<file path="src/frame_stats_pkg.sv">
// Constants shared by the frame statistics register block and its FIFO
package frame_stats_pkg;

    // Register offsets
    localparam logic [6:0] ADDR_EXPOSURE_HIGH = 7'h06;
    localparam logic [6:0] ADDR_EXPOSURE_LOW  = 7'h07;
    localparam logic [6:0] ADDR_PEAK_LEVEL    = 7'h08;
    localparam logic [6:0] ADDR_LEVEL_TOTAL   = 7'h09;
    localparam logic [6:0] ADDR_FLOOR_LEVEL   = 7'h0a;
    localparam logic [6:0] ADDR_CAPTURE_PORT  = 7'h0b;
    localparam logic [6:0] ADDR_POWER_SCALE   = 7'h0d;
    localparam logic [6:0] ADDR_FINE_SCALE    = 7'h19;

    // Field positions
    localparam int CTRL_SLEEP_BIT    = 1;
    localparam int CTRL_SCALE_BIT    = 0;
    localparam int FINE_ENABLE_BIT   = 4;
    localparam int GRAB_VALID_BIT    = 7;

    // Reset values
    localparam logic [7:0]  POWER_SCALE_RESET = 8'h00;
    localparam logic [7:0]  FINE_SCALE_RESET  = 8'h08;
    localparam logic [15:0] EXPOSURE_RESET    = 16'h0100;

    // Pixel format and frame size
    localparam int         PIXEL_W          = 7;
    localparam logic [8:0] PIXELS_PER_FRAME = 9'h169;
    localparam logic [8:0] LAST_PIXEL_POS   = 9'h168;
    localparam logic [6:0] PIXEL_FULL_SCALE = 7'h7f;

    // Stream buffer shape
    localparam int STREAM_W     = 8;
    localparam int STREAM_DEPTH = 16;

    // Scale codes (125 cpi per step)
    localparam logic [3:0] SCALE_CODE_MIN  = 4'h1;
    localparam logic [3:0] SCALE_CODE_MAX  = 4'hb;
    localparam logic [3:0] SCALE_CODE_500  = 4'h4;
    localparam logic [3:0] SCALE_CODE_1000 = 4'h8;

    // Exposure servo limits and targets
    localparam logic [15:0] EXPOSURE_MIN   = 16'h0010;
    localparam logic [15:0] EXPOSURE_MAX   = 16'hf000;
    localparam logic [6:0]  PEAK_HIGH      = 7'h78;
    localparam logic [6:0]  PEAK_LOW       = 7'h50;
    localparam logic [7:0]  TOTAL_HIGH     = 8'h78;
    localparam logic [7:0]  TOTAL_LOW      = 8'h40;
    localparam logic [7:0]  LEVEL_TOTAL_MAX = 8'hb3;

endpackage

</file>
<file path="src/stream_fifo.sv">
// Small synchronous FIFO in front of the frame statistics engine
`timescale 1ns/1ps
`default_nettype none
module stream_fifo #(
    parameter int WIDTH = 8,
    parameter int DEPTH = 16
) (
    // Clock and control
    input  wire logic             clock,
    input  wire logic             srst,
    input  wire logic             ce,
    // Fill side
    input  wire logic             inValid,
    input  wire logic [WIDTH-1:0] inData,
    output logic                  inReady,
    // Drain side
    output logic                  outValid,
    output logic [WIDTH-1:0]      outData,
    input  wire logic             outReady
);
    localparam int AW = $clog2(DEPTH);

    typedef struct packed {
        logic [DEPTH-1:0][WIDTH-1:0] mem;
        logic [AW-1:0]               wrPtr;
        logic [AW-1:0]               rdPtr;
        logic [AW:0]                 count;
        logic                        notFull;
    } fifo_s;

    fifo_s q;
    fifo_s d;
    logic  push;
    logic  pop;

    assign outValid = (q.count != '0);
    assign outData  = q.mem[q.rdPtr];
    assign inReady  = q.notFull;

    always_comb begin
        d    = q;
        push = inValid && q.notFull;
        pop  = outValid && outReady;
        if (push) begin
            d.mem[q.wrPtr] = inData;
            d.wrPtr        = q.wrPtr + 1'b1;
        end
        if (pop) begin
            d.rdPtr = q.rdPtr + 1'b1;
        end
        if (push && !pop) begin
            d.count = q.count + 1'b1;
        end else if (pop && !push) begin
            d.count = q.count - 1'b1;
        end
        // Registered so the fill side sees a clean flop
        d.notFull = (d.count != (AW+1)'(DEPTH));
    end

    always_ff @(posedge clock) begin
        if (srst) begin
            q         <= '0;
            q.notFull <= 1'b1;
        end else if (ce) begin
            q <= d;
        end
    end

endmodule
`default_nettype wire

</file>
<file path="src/optical_frame_stats_regs.sv">
// Frame statistics, exposure servo, pixel grabber and scale controls
`timescale 1ns/1ps
`default_nettype none
module optical_frame_stats_regs
    import frame_stats_pkg::*;
(
    // Clock, reset, enable
    input  wire logic               clock,
    input  wire logic               srst,
    input  wire logic               ce,
    input  wire logic               hard_reset_n,
    // Register port
    input  wire logic [6:0]         regAddr,
    input  wire logic               regWrite,
    input  wire logic               regRead,
    input  wire logic [7:0]         regWData,
    output logic [7:0]              regRData,
    output logic                    regRValid,
    // Pixel stream from the array
    input  wire logic               pixValid,
    input  wire logic [PIXEL_W-1:0] pixData,
    input  wire logic               pixLast,
    output logic                    pixReady,
    // Controls toward the array and motion logic
    output logic [15:0]             exposureCount,
    output logic                    sleepRequest,
    output logic                    scaleSelect,
    output logic [3:0]              effectiveScale
);

    typedef struct packed {
        logic               hardSync1;
        logic               hardSync2;
        logic               sleep;
        logic               scaleSel;
        logic               fineEn;
        logic [3:0]         fineCode;
        logic [3:0]         effScale;
        logic [15:0]        expo;
        logic [7:0]         expoLowShadow;
        logic [6:0]         peak;
        logic [6:0]         floor;
        logic [7:0]         total;
        logic [6:0]         runMax;
        logic [6:0]         runMin;
        logic [15:0]        runSum;
        logic [8:0]         pos;
        logic [8:0]         grabIdx;
        logic               grabValid;
        logic [6:0]         grabData;
        logic               grabLock;
        logic [7:0]         rdData;
        logic               rdValid;
    } state_s;

    localparam state_s STATE_RESET = '{
        hardSync1:     1'b0,
        hardSync2:     1'b0,
        sleep:         POWER_SCALE_RESET[CTRL_SLEEP_BIT],
        scaleSel:      POWER_SCALE_RESET[CTRL_SCALE_BIT],
        fineEn:        FINE_SCALE_RESET[FINE_ENABLE_BIT],
        fineCode:      FINE_SCALE_RESET[3:0],
        effScale:      SCALE_CODE_500,
        expo:          EXPOSURE_RESET,
        expoLowShadow: 8'h00,
        peak:          7'h00,
        floor:         7'h00,
        total:         8'h00,
        runMax:        7'h00,
        runMin:        7'h00,
        runSum:        16'h0000,
        pos:           9'h000,
        grabIdx:       9'h000,
        grabValid:     1'b0,
        grabData:      7'h00,
        grabLock:      1'b0,
        rdData:        8'h00,
        rdValid:       1'b0
    };

    state_s q;
    state_s d;

    // Buffered pixel stream
    logic                fifoValid;
    logic [STREAM_W-1:0] fifoData;
    logic                fifoReady;
    logic                rstAll;
    logic                pop;
    logic                frameEnd;
    logic [6:0]          pix;
    logic                first;
    logic [6:0]          fMax;
    logic [6:0]          fMin;
    logic [15:0]         fSum;
    logic [7:0]          fTotal;
    logic [15:0]         step;
    logic                grabRd;
    logic                grabWr;

    function automatic logic scaleCodeOk(input logic [3:0] code);
        return (code >= SCALE_CODE_MIN) && (code <= SCALE_CODE_MAX);
    endfunction

    stream_fifo #(
        .WIDTH (STREAM_W),
        .DEPTH (STREAM_DEPTH)
    ) i_stream_fifo (
        .clock    (clock),
        .srst     (rstAll),
        .ce       (ce),
        .inValid  (pixValid),
        .inData   ({pixLast, pixData}),
        .inReady  (pixReady),
        .outValid (fifoValid),
        .outData  (fifoData),
        .outReady (fifoReady)
    );

    // Sleeping stalls the engine; the buffer then backs up onto the array
    assign fifoReady = !q.sleep && !rstAll;
    assign rstAll    = srst || !q.hardSync2;
    assign pop       = fifoValid && fifoReady;
    assign pix       = fifoData[6:0];
    assign first     = (q.pos == 9'h000);
    assign frameEnd  = pop && (fifoData[7] || (q.pos == LAST_PIXEL_POS));
    assign fMax      = (first || (pix > q.runMax)) ? pix : q.runMax;
    assign fMin      = (first || (pix < q.runMin)) ? pix : q.runMin;
    assign fSum      = (first ? 16'h0000 : q.runSum) + {9'h000, pix};
    // Sum held in 16 bits, bits 15:8 reported, peaks at 179
    assign fTotal    = fSum[15:8];
    assign step      = {4'h0, q.expo[15:4]} + 16'h0001;
    assign grabRd    = regRead && (regAddr == ADDR_CAPTURE_PORT);
    assign grabWr    = regWrite && (regAddr == ADDR_CAPTURE_PORT);

    always_comb begin
        d           = q;
        d.hardSync1 = hard_reset_n;
        d.hardSync2 = q.hardSync1;
        d.rdValid   = 1'b0;

        if (pop) begin
            d.runMax = fMax;
            d.runMin = fMin;
            d.runSum = fSum;
            d.pos    = q.pos + 9'h001;
            if (!q.grabValid && !q.grabLock && (q.pos == q.grabIdx)) begin
                d.grabValid = 1'b1;
                d.grabData  = pix;
                d.grabLock  = 1'b1;
            end
            if (frameEnd) begin
                d.peak     = fMax;
                d.floor    = fMin;
                d.total    = fTotal;
                d.pos      = 9'h000;
                d.grabLock = 1'b0;
                // Servo moves about 1/16 per frame to avoid hunting
                if ((fMax >= PEAK_HIGH) || (fTotal >= TOTAL_HIGH)) begin
                    d.expo = (q.expo > EXPOSURE_MIN + step) ? q.expo - step
                                                            : EXPOSURE_MIN;
                end else if ((fMax < PEAK_LOW) && (fTotal < TOTAL_LOW)) begin
                    d.expo = (q.expo < EXPOSURE_MAX - step) ? q.expo + step
                                                            : EXPOSURE_MAX;
                end
            end
        end

        if (regRead) begin
            d.rdValid = 1'b1;
            unique case (regAddr)
                ADDR_EXPOSURE_HIGH: begin
                    d.rdData        = q.expo[15:8];
                    d.expoLowShadow = q.expo[7:0];
                end
                ADDR_EXPOSURE_LOW:  d.rdData = q.expoLowShadow;
                ADDR_PEAK_LEVEL:    d.rdData = {1'b0, q.peak};
                ADDR_LEVEL_TOTAL:   d.rdData = q.total;
                ADDR_FLOOR_LEVEL:   d.rdData = {1'b0, q.floor};
                ADDR_CAPTURE_PORT: begin
                    if (q.grabValid) begin
                        d.rdData    = {1'b1, q.grabData};
                        d.grabValid = 1'b0;
                        d.grabIdx   = (q.grabIdx == LAST_PIXEL_POS) ? 9'h000
                                                                    : q.grabIdx + 9'h001;
                    end else begin
                        d.rdData = 8'h00;
                    end
                end
                ADDR_POWER_SCALE:   d.rdData = {6'h00, q.sleep, q.scaleSel};
                default:            d.rdData = 8'h00;
            endcase
        end

        if (regWrite) begin
            unique case (regAddr)
                ADDR_CAPTURE_PORT: begin
                    // Mid-frame, lock out the rest: capture restarts at the next image
                    d.grabIdx   = 9'h000;
                    d.grabValid = 1'b0;
                    d.grabLock  = (d.pos != 9'h000);
                end
                ADDR_POWER_SCALE: begin
                    d.sleep    = regWData[CTRL_SLEEP_BIT];
                    d.scaleSel = regWData[CTRL_SCALE_BIT];
                end
                ADDR_FINE_SCALE: begin
                    d.fineEn   = regWData[FINE_ENABLE_BIT];
                    d.fineCode = regWData[3:0];
                end
                default: ;
            endcase
        end

        // Out-of-range fine code keeps the previous scale
        if (d.fineEn) begin
            if (scaleCodeOk(d.fineCode)) begin
                d.effScale = d.fineCode;
            end
        end else begin
            d.effScale = d.scaleSel ? SCALE_CODE_1000 : SCALE_CODE_500;
        end

        if (rstAll) begin
            d           = STATE_RESET;
            d.hardSync1 = hard_reset_n;
            d.hardSync2 = q.hardSync1;
        end
    end

    always_ff @(posedge clock) begin
        if (srst) begin
            q <= STATE_RESET;
        end else if (ce) begin
            q <= d;
        end
    end

    assign regRData       = q.rdData;
    assign regRValid      = q.rdValid;
    assign exposureCount  = q.expo;
    assign sleepRequest   = q.sleep;
    assign scaleSelect    = q.scaleSel;
    assign effectiveScale = q.effScale;

    property p_expo_low_pair;
        @(posedge clock) disable iff (rstAll)
        (ce && regRead && regAddr == ADDR_EXPOSURE_LOW) |=>
            (regRValid && regRData == $past(q.expoLowShadow));
    endproperty
    a_expo_low_pair: assert property (p_expo_low_pair)
        else $error("exposure low byte not from shadow");

    property p_expo_moves_at_frame_end;
        @(posedge clock) disable iff (rstAll)
        (ce && !frameEnd) |=> $stable(q.expo);
    endproperty
    a_expo_moves_at_frame_end: assert property (p_expo_moves_at_frame_end)
        else $error("exposure changed outside a frame end");

    property p_peak_latched;
        @(posedge clock) disable iff (rstAll)
        (ce && frameEnd) |=> (q.peak == $past(fMax) && q.floor <= q.peak);
    endproperty
    a_peak_latched: assert property (p_peak_latched)
        else $error("peak or floor not latched at frame end");

    property p_total_bound;
        @(posedge clock) disable iff (rstAll)
        (ce && frameEnd) |=> (q.total <= LEVEL_TOTAL_MAX && q.total == $past(fTotal));
    endproperty
    a_total_bound: assert property (p_total_bound)
        else $error("level total wrong or above 179");

    property p_grab_valid_read;
        @(posedge clock) disable iff (rstAll)
        (ce && grabRd && q.grabValid && !regWrite) |=>
            (regRData[GRAB_VALID_BIT] && !q.grabValid &&
             (q.grabIdx == $past(q.grabIdx) + 9'h001 || q.grabIdx == 9'h000));
    endproperty
    a_grab_valid_read: assert property (p_grab_valid_read)
        else $error("valid grab read did not advance");

    property p_grab_empty_read;
        @(posedge clock) disable iff (rstAll)
        (ce && grabRd && !q.grabValid && !regWrite) |=>
            (regRData == 8'h00 && q.grabIdx == $past(q.grabIdx));
    endproperty
    a_grab_empty_read: assert property (p_grab_empty_read)
        else $error("empty grab read changed index or set top bit");

    property p_grab_write;
        @(posedge clock) disable iff (rstAll)
        (ce && grabWr) |=>
            (q.grabIdx == 9'h000 && !q.grabValid && q.grabLock == (q.pos != 9'h000));
    endproperty
    a_grab_write: assert property (p_grab_write)
        else $error("grab write did not rearm at pixel zero");

    property p_grab_index_range;
        @(posedge clock) disable iff (rstAll)
        q.grabIdx < PIXELS_PER_FRAME;
    endproperty
    a_grab_index_range: assert property (p_grab_index_range)
        else $error("grab index beyond image");

    property p_one_grab_per_frame;
        @(posedge clock) disable iff (rstAll)
        (ce && $rose(q.grabValid)) |->
            ($past(pop) && ($past(q.pos) == $past(q.grabIdx)) && !$past(q.grabLock));
    endproperty
    a_one_grab_per_frame: assert property (p_one_grab_per_frame)
        else $error("capture without stream pixel or lock");

    property p_fine_scale;
        @(posedge clock) disable iff (rstAll)
        (ce && regWrite && regAddr == ADDR_FINE_SCALE && regWData[FINE_ENABLE_BIT] &&
         regWData[3:0] >= SCALE_CODE_MIN && regWData[3:0] <= SCALE_CODE_MAX) |=>
            ({4'h0, effectiveScale} == ($past(regWData) & 8'h0f));
    endproperty
    a_fine_scale: assert property (p_fine_scale)
        else $error("enabled fine code not applied");

    property p_ctrl_read;
        @(posedge clock) disable iff (rstAll)
        (ce && regRead && regAddr == ADDR_POWER_SCALE) |=>
            (regRData == {6'h00, $past(sleepRequest), $past(scaleSelect)});
    endproperty
    a_ctrl_read: assert property (p_ctrl_read)
        else $error("control read mismatch");

endmodule
`default_nettype wire

</file>
<file path="config.mk">
export PLATFORM = sky130hd
export DESIGN_NAME = optical_frame_stats_regs
export DESIGN_NICKNAME = d
export VERILOG_FILES = /design/src/frame_stats_pkg.sv /design/src/stream_fifo.sv /design/src/optical_frame_stats_regs.sv
export SDC_FILE = /design/constraint.sdc
export NUM_CORES = 1
export LEC_CHECK = 0
export BUFFER_PORTS_ARGS = -buffer_cell sky130_fd_sc_hd__buf_2
export CAP_MARGIN = 20
export CORE_UTILIZATION = 55
export DETAILED_ROUTE_END_ITERATION = 16
export GPL_TIMING_DRIVEN = 0
export PLACE_DENSITY = 0.72
export RECOVER_POWER = 100
export SKIP_CTS_REPAIR_TIMING = 1
export SLEW_MARGIN = 20
export SYNTH_ARGS = -nofsm -noshare
export SYNTH_HDL_FRONTEND = slang
export SYNTH_SLANG_ARGS = --single-unit
</file>
<file path="constraint.sdc">
create_clock -name clock -period 6.35 [get_ports clock]
set_input_delay 1.27 -clock clock [delete_from_list [all_inputs] [get_ports clock]]
set_output_delay 1.27 -clock clock [all_outputs]
set_load 0.01 [all_outputs]
</file>
-- Word-level counts from Yosys, hierarchy flattened
Cells that the tools add are included.
- memories: 0
- memory bits (writable): 0
- memory bits (read-only): 0
- input bits: 30
- logic and storage cells: 166
- register bits: 267
- output and inout port bits: 32
- latch bits: 0
- multiplexer cells: 42
- div/mod/pow operators: 0
- eq/ne operators: 13
- $mul: 0
- reductions and logical operators: 44
- add/sub/neg operators: 12
- order comparisons: 13
- bitwise logic cells: 0
- shift operators: 0
- operator list (cell ; count):
    bitwise mux 128 bit ; 1
    two-way mux 123 bit ; 1
    two-way mux 16 bit ; 7
    two-way mux 61 bit ; 1
    one-hot mux 8 bit (7 select lines) ; 1
    two-way mux 10 bit ; 5
    two-way mux 9 bit ; 5
    two-way mux 8 bit ; 5
    == test 7 x 4 -> 1 bit (second input constant) ; 5
    binary-select mux 8 bit (select 4 bit) ; 1
    demux 8 bit (select 4 bit) ; 1
    two-way mux 22 bit ; 1
    two-way mux 7 bit ; 3
    adder 9 x 1 -> 9 bit (second input constant) ; 2
    == test 9 bit (second input constant) ; 2
    adder 16 x 13 -> 16 bit ; 1
    adder 16 x 7 -> 16 bit ; 1
    > comparator 16 x 14 -> 1 bit ; 1
    less-than comparator 16 bit ; 1
    subtractor 16 x 13 -> 16 bit ; 1
    two-way mux 5 bit ; 3
    subtractor 13 x 14 -> 15 bit (first input constant) ; 1
    adder 5 x 13 -> 14 bit (first input constant) ; 1
    == test 7 x 3 -> 1 bit (second input constant) ; 2
    other kinds (31) ; 71

-- Depth between registers and ports, before layout
- depth in word-level cells: 14
- gate-level depth with buffers: 20
- gate-level depth less buffers: 19

-- Cells and area by module
A second synthesis with hierarchy kept.
- cell total of the unflattened synthesis: 1830
- area, all modules: 16195.5 um2
- modules (own cells, without submodules) (module ; cells each ; times used ; seq. area each (um2) ; area an instance (um2)):
    optical_frame_stats_regs ; 1236 ; 1 ; 2502.4 ; 9542.9
    stream_fifo ; 594 ; 1 ; 2842.7 ; 6652.6

-- Worst setup path before layout
No wires, ideal clock.
- path type: reg-to-reg
- start point: reg i_stream_fifo.q[6] (netlist bit)
- end point: reg q (netlist bit exposureCount[7])
- setup slack: 1725 ps
- data required time: 6233 ps
- cell stages (with the launch flop): 18
- clock period less this slack: 4625 ps
- data arrival time: 4508 ps
- cells stage by stage: dfxtp_1 > buf_6 > buf_12 > buf_12 > buf_2 > mux4_2 > mux4_2 > ha_1 > a21oi_1 > a21oi_1 > o22a_1 > nor2_1 > mux2_2 > o21ai_1 > o21ai_2 > and2_4 > buf_6 > a22o_1
- word-level cells in the longest chain between the ends: 11
- RTL lines (element ; RTL line ; RTL):
    from (decl) ; stream_fifo.sv:31 ; fifo_s q;
    binary-select mux 8 bit (select 4 bit) * ; stream_fifo.sv:37 ; assign outData = q.mem[q.rdPtr];
    two-way mux 8 bit (not written as such) * ; stream_fifo.sv:37 ;
    parallel branches: the longest is 9 deep, another holds adder 16 x 7 -> 16 bit ; n/a ;
    to (signal assigned) ; optical_frame_stats_regs.sv:233 ; q <= STATE_RESET;
    to (signal assigned) ; optical_frame_stats_regs.sv:235 ; q <= d;
    to (decl) ; optical_frame_stats_regs.sv:81 ; state_s q;
Every way passes the cells marked *. The select of a mux whose other input is x is not followed.
A chain may end at the register's enable or synchronous reset.

-- Final worst setup path
- start point: reg i_stream_fifo.q[7] (netlist bit)
- end point: reg q (netlist bit exposureCount[15])
Same word-level chain as after synthesis.

==> results by group <==
Status
  – Outcome: finished clean

GRT
  – Largest net degree at the start of global routing: 16
  – Vias in the first global route: 13040
  – Gr usage total: 30.55%
  – Total gr overflow: 0
  – First-pass GRT wire length: 70570 um
  – Initial antenna violation count: 0

Clocking
  – Clk root buf: clkbuf_16
  – CTS tree: built
  – Sinks on Clock Net: between 200 and 300
  – Clock Latency Late Sink: 0.57 ns
  – CTS HTree Levels: 1
  – Register clock-pin slew on the reported worst setup and hold paths: 0.06 ns
  – CTS max path bufs: 3
  – Num CTS Buffers: 28

Setup path
  – Worst path bufs/invs: 4
  – Worst setup endpoint: exposureCount[15]
  – Reg-to-reg startpoint: i_stream_fifo.q[7]
  – Crit path max-delay cell type: mux4_2
  – Critical path endpoint category: flip-flop
  – Reg2Reg Setup Slack: 0.52 ns
  – Startpoint Class: flip-flop
  – Critical Path AT: 6.25 ns
  – Cell chain of the critical path: buf_2 > buf_2 > clkbuf_1 > mux4_2 > mux4_2 > ha_1 > nor2b_1 > o31ai_1 > a21oi_1 > a32oi_1 > o221ai_1 > or2_0 > buf_6 > o21ai_2 > a31oi_1 > a211oi_1
  – Required @ worst endpoint: 6.77 ns
  – Crit Path Max Fanout: 10
  – Critical R2R Capture: exposureCount[15]
  – CP Class: flip-flop to flip-flop
  – Critical path launch point: i_stream_fifo.q[7]
  – Critical path's top delay family: compound AO/OA/AOI/OAI gates
  – Slowest Stage Delay on Critical Path: 0.66 ns
  – CP Depth: 16
  – Worst Reg2Reg Path Length in Cells: 16

Min path
  – Hold Crit Class: flip-flop to flip-flop
  – Hold path depth: 2

Layout
  – Design Area, Final: 17420 sq um
  – Net count, final: ~2000
  – Post-Layout Cell Count: 2274
  – Filler Cells Inserted: 2482
  – Area Overhead vs Synth: 10.63%
  – Fin util: 62.19%
  – Layout cell share with drive strength beyond 1: under 10%
  – Antenna fix cells: 0
  – Multi-input logic area: roughly 9400 sq um
  – FF+latch area: 5345 sq um

Routing
  – Vias/cell: 6.087
  – DR vias: 13840
  – Max Used Layer: met4
  – Average wire per standard cell: 19.55 um
  – DRC Markers: 0
  – Wirelength, routed: approximately 44000 um
  – Met2 WL post-DR: 20770 um
  – Detailed Routing Iterations Pass 1: 5
  – WL met1: between 15000 and 20000 um
  – Antenna viol nets, final: 0
  – DRT iter0 DRCs: about 1200
  – Met3 wire len: roughly 2600 um

Floorplanning
  – # rows: 61
  – Die height: 171.2 um
  – DIE WIDTH: 171.2 um
  – I/O pin count: 62
  – Initial core utilization: roughly 56%
  – Core region area: 28010 sq um
  – Die area: 29310 sq um

Pwr
  – Total Power: 3.502 mW
  – Maximum vdd drop: 0.0002642 V
  – Power Density: 201.0 nW/um^2
  – Leakage dissipation: 6.442 nW

STA
  – Max Slew Vio Count: 0
  – Setup TNS Final: 0 ns
  – Final Setup Violations: 0
  – Part of the cycle the worst path needs: 91.85%
  – Hold Vio Cnt, Final: 0
  – Skew final: about 0.031 ns
  – Final setup margin: 0.5174 ns
  – RSZ-0062 raised after global routing: false
  – Least-Margin Pin Slew: 1.331 ns
  – Fmax: 171.5 MHz
  – Slew headroom: between 10% and 20%
  – Hold Slack: ~0.46 ns
  – Min Clock Period, post-route: 5.833 ns

Synth
  – Top cell type's share of synthesized area: roughly a third
  – Area leader, netlist: dfxtp_1
  – Ys flop type: dfxtp_1
  – Post-Syn Instances: 1788
  – Mapped Area: 15750 sq um
  – Area contributors post-synth: dfxtp_1, mux2i_1, nor2_1, ha_1, mux4_2
  – Synthesized net count: approximately 1900
  – Count of cell types in the netlist: 92
  – Post-Syn Area per Cell: 8.807 sq um
  – Async S/R FF share, synth: 0%
  – Synth Warn #: 0
  – EDFF count, synth: 0
  – #FFs+latches synth: 267
  – Sequential share of the synthesized area: 33.95%

Flow run
  – Max-cap viol count: 0

Placed design
  – Post-DP Area: 16520 sq um
  – Routability Congestion: around 0.93
  – DP HPWL: 32290 um
  – Post-Place Setup Slack: 0.6417 ns
  – Cells after DPL: 2223
  – I/O Buffers: 57
==> how the worst min path moves through the flow <==
stage | slack, ns | endpoint | start
2_1_floorplan | 0.43 | q[83] | q[83]
3_3_place_gp | 0.45 | q[82] | q[82]
3_5_place_dp | 0.45 | q[81] | q[81]
4_1_cts | 0.46 | q[81] | q[81]
5_1_grt | 0.48 | q[82] | q[82]
6_report | 0.46 | q[81] | q[81]
==> power breakdown <==
part / internal, mW / switching (mW) / total, mW
combinational: 0.0292 / 0.0895 / 0.119
sequential: 1.68 / 0.000512 / 1.68
clock: 1.02 / 0.689 / 1.71
total: 2.72 / 0.779 / 3.50
==> state kept, by name, indices dropped and copies added, names as in the netlist <==
| signal | count |
|---|---|
| i_stream_fifo.inReady | 1 |
| scaleSelect | 1 |
| regRValid | 1 |
| i_stream_fifo.q | 141 |
| q | 94 |
| exposureCount | 16 |
| effectiveScale | 4 |
| sleepRequest | 1 |
| regRData | 8 |
==> logic make-up after synthesis <==
kind of cell | synth area share [%]
simple gates | 17.66
fa+ha+maj | 6.977
buf+inv | 6.047
mux | 16.92
compound gates | 14.92
xor+xnor | 3.504
flops | 33.95
other cells | 0.02382
==> cell usage after synthesis (8+ instances only) <==
library cell	number
o32ai_1	8
and3_1	12
nand2_1	97
o21ai_1	11
a21o_1	11
mux4_1	8
mux4_2	28
a221oi_1	11
nor2b_1	12
mux2_2	10
nor2_1	304
buf_4	31
a22oi_1	35
buf_2	9
a32o_1	8
nand4_1	19
xnor2_1	39
o21ai_0	53
inv_1	66
clkbuf_1	76
a31oi_1	9
a21oi_1	99
o221ai_1	9
nor4_1	12
mux2i_1	166
xor2_1	24
o31ai_1	10
nor3_1	29
dfxtp_1	267
and2_1	23
buf_1	10
ha_1	83
nand3_1	45
nand2b_1	13
==> layout by cell type, fill, tap and decap left out, drive strengths merged, types with 8 or more instances in the layout <==
cell	n
nand2	101
and2	24
and3	12
o31ai	10
ha	83
buf	71
nor2	304
a31oi	9
mux2	10
nand4	19
xor2	24
a32o	8
a221oi	11
o32ai	8
xnor2	39
a22oi	36
nor3	30
nor4	12
inv	67
a21oi	100
or2	8
mux4	36
nand2b	13
dfxtp	267
a21o	11
o221ai	9
clkbuf	162
o21ai	66
mux2i	169
nand3	46
nor2b	12
==> final cells by class <==
class,instances,area share (%)
inverter,68,1.465
tap,378,2.715
multi-input combinational,1320,54.04
clock buffer,42,4.956
clock inverter,8,0.6608
timing repair buffer,58,1.544
buffer,133,3.936
sequential,267,30.68
==> worst register-to-register path: cells and delay by family (launching register included) <==
family	cells	cell delay [ns]
compound gates	7	2.05
buf+inv	4	1.33
mux	2	1.11
simple gates	2	0.46
fa+ha+maj	1	0.41
flops	1	0.33
==> layer usage <==
layer / track usage [%] / vias up
li1: - / 6556
met5: 0 / -
met3: 4.073 / 106
met2: 51.03 / 489
met4: 12.77 / 0
met1: 39.70 / 6691
Note: power is estimated with default switching activity, not from simulation.
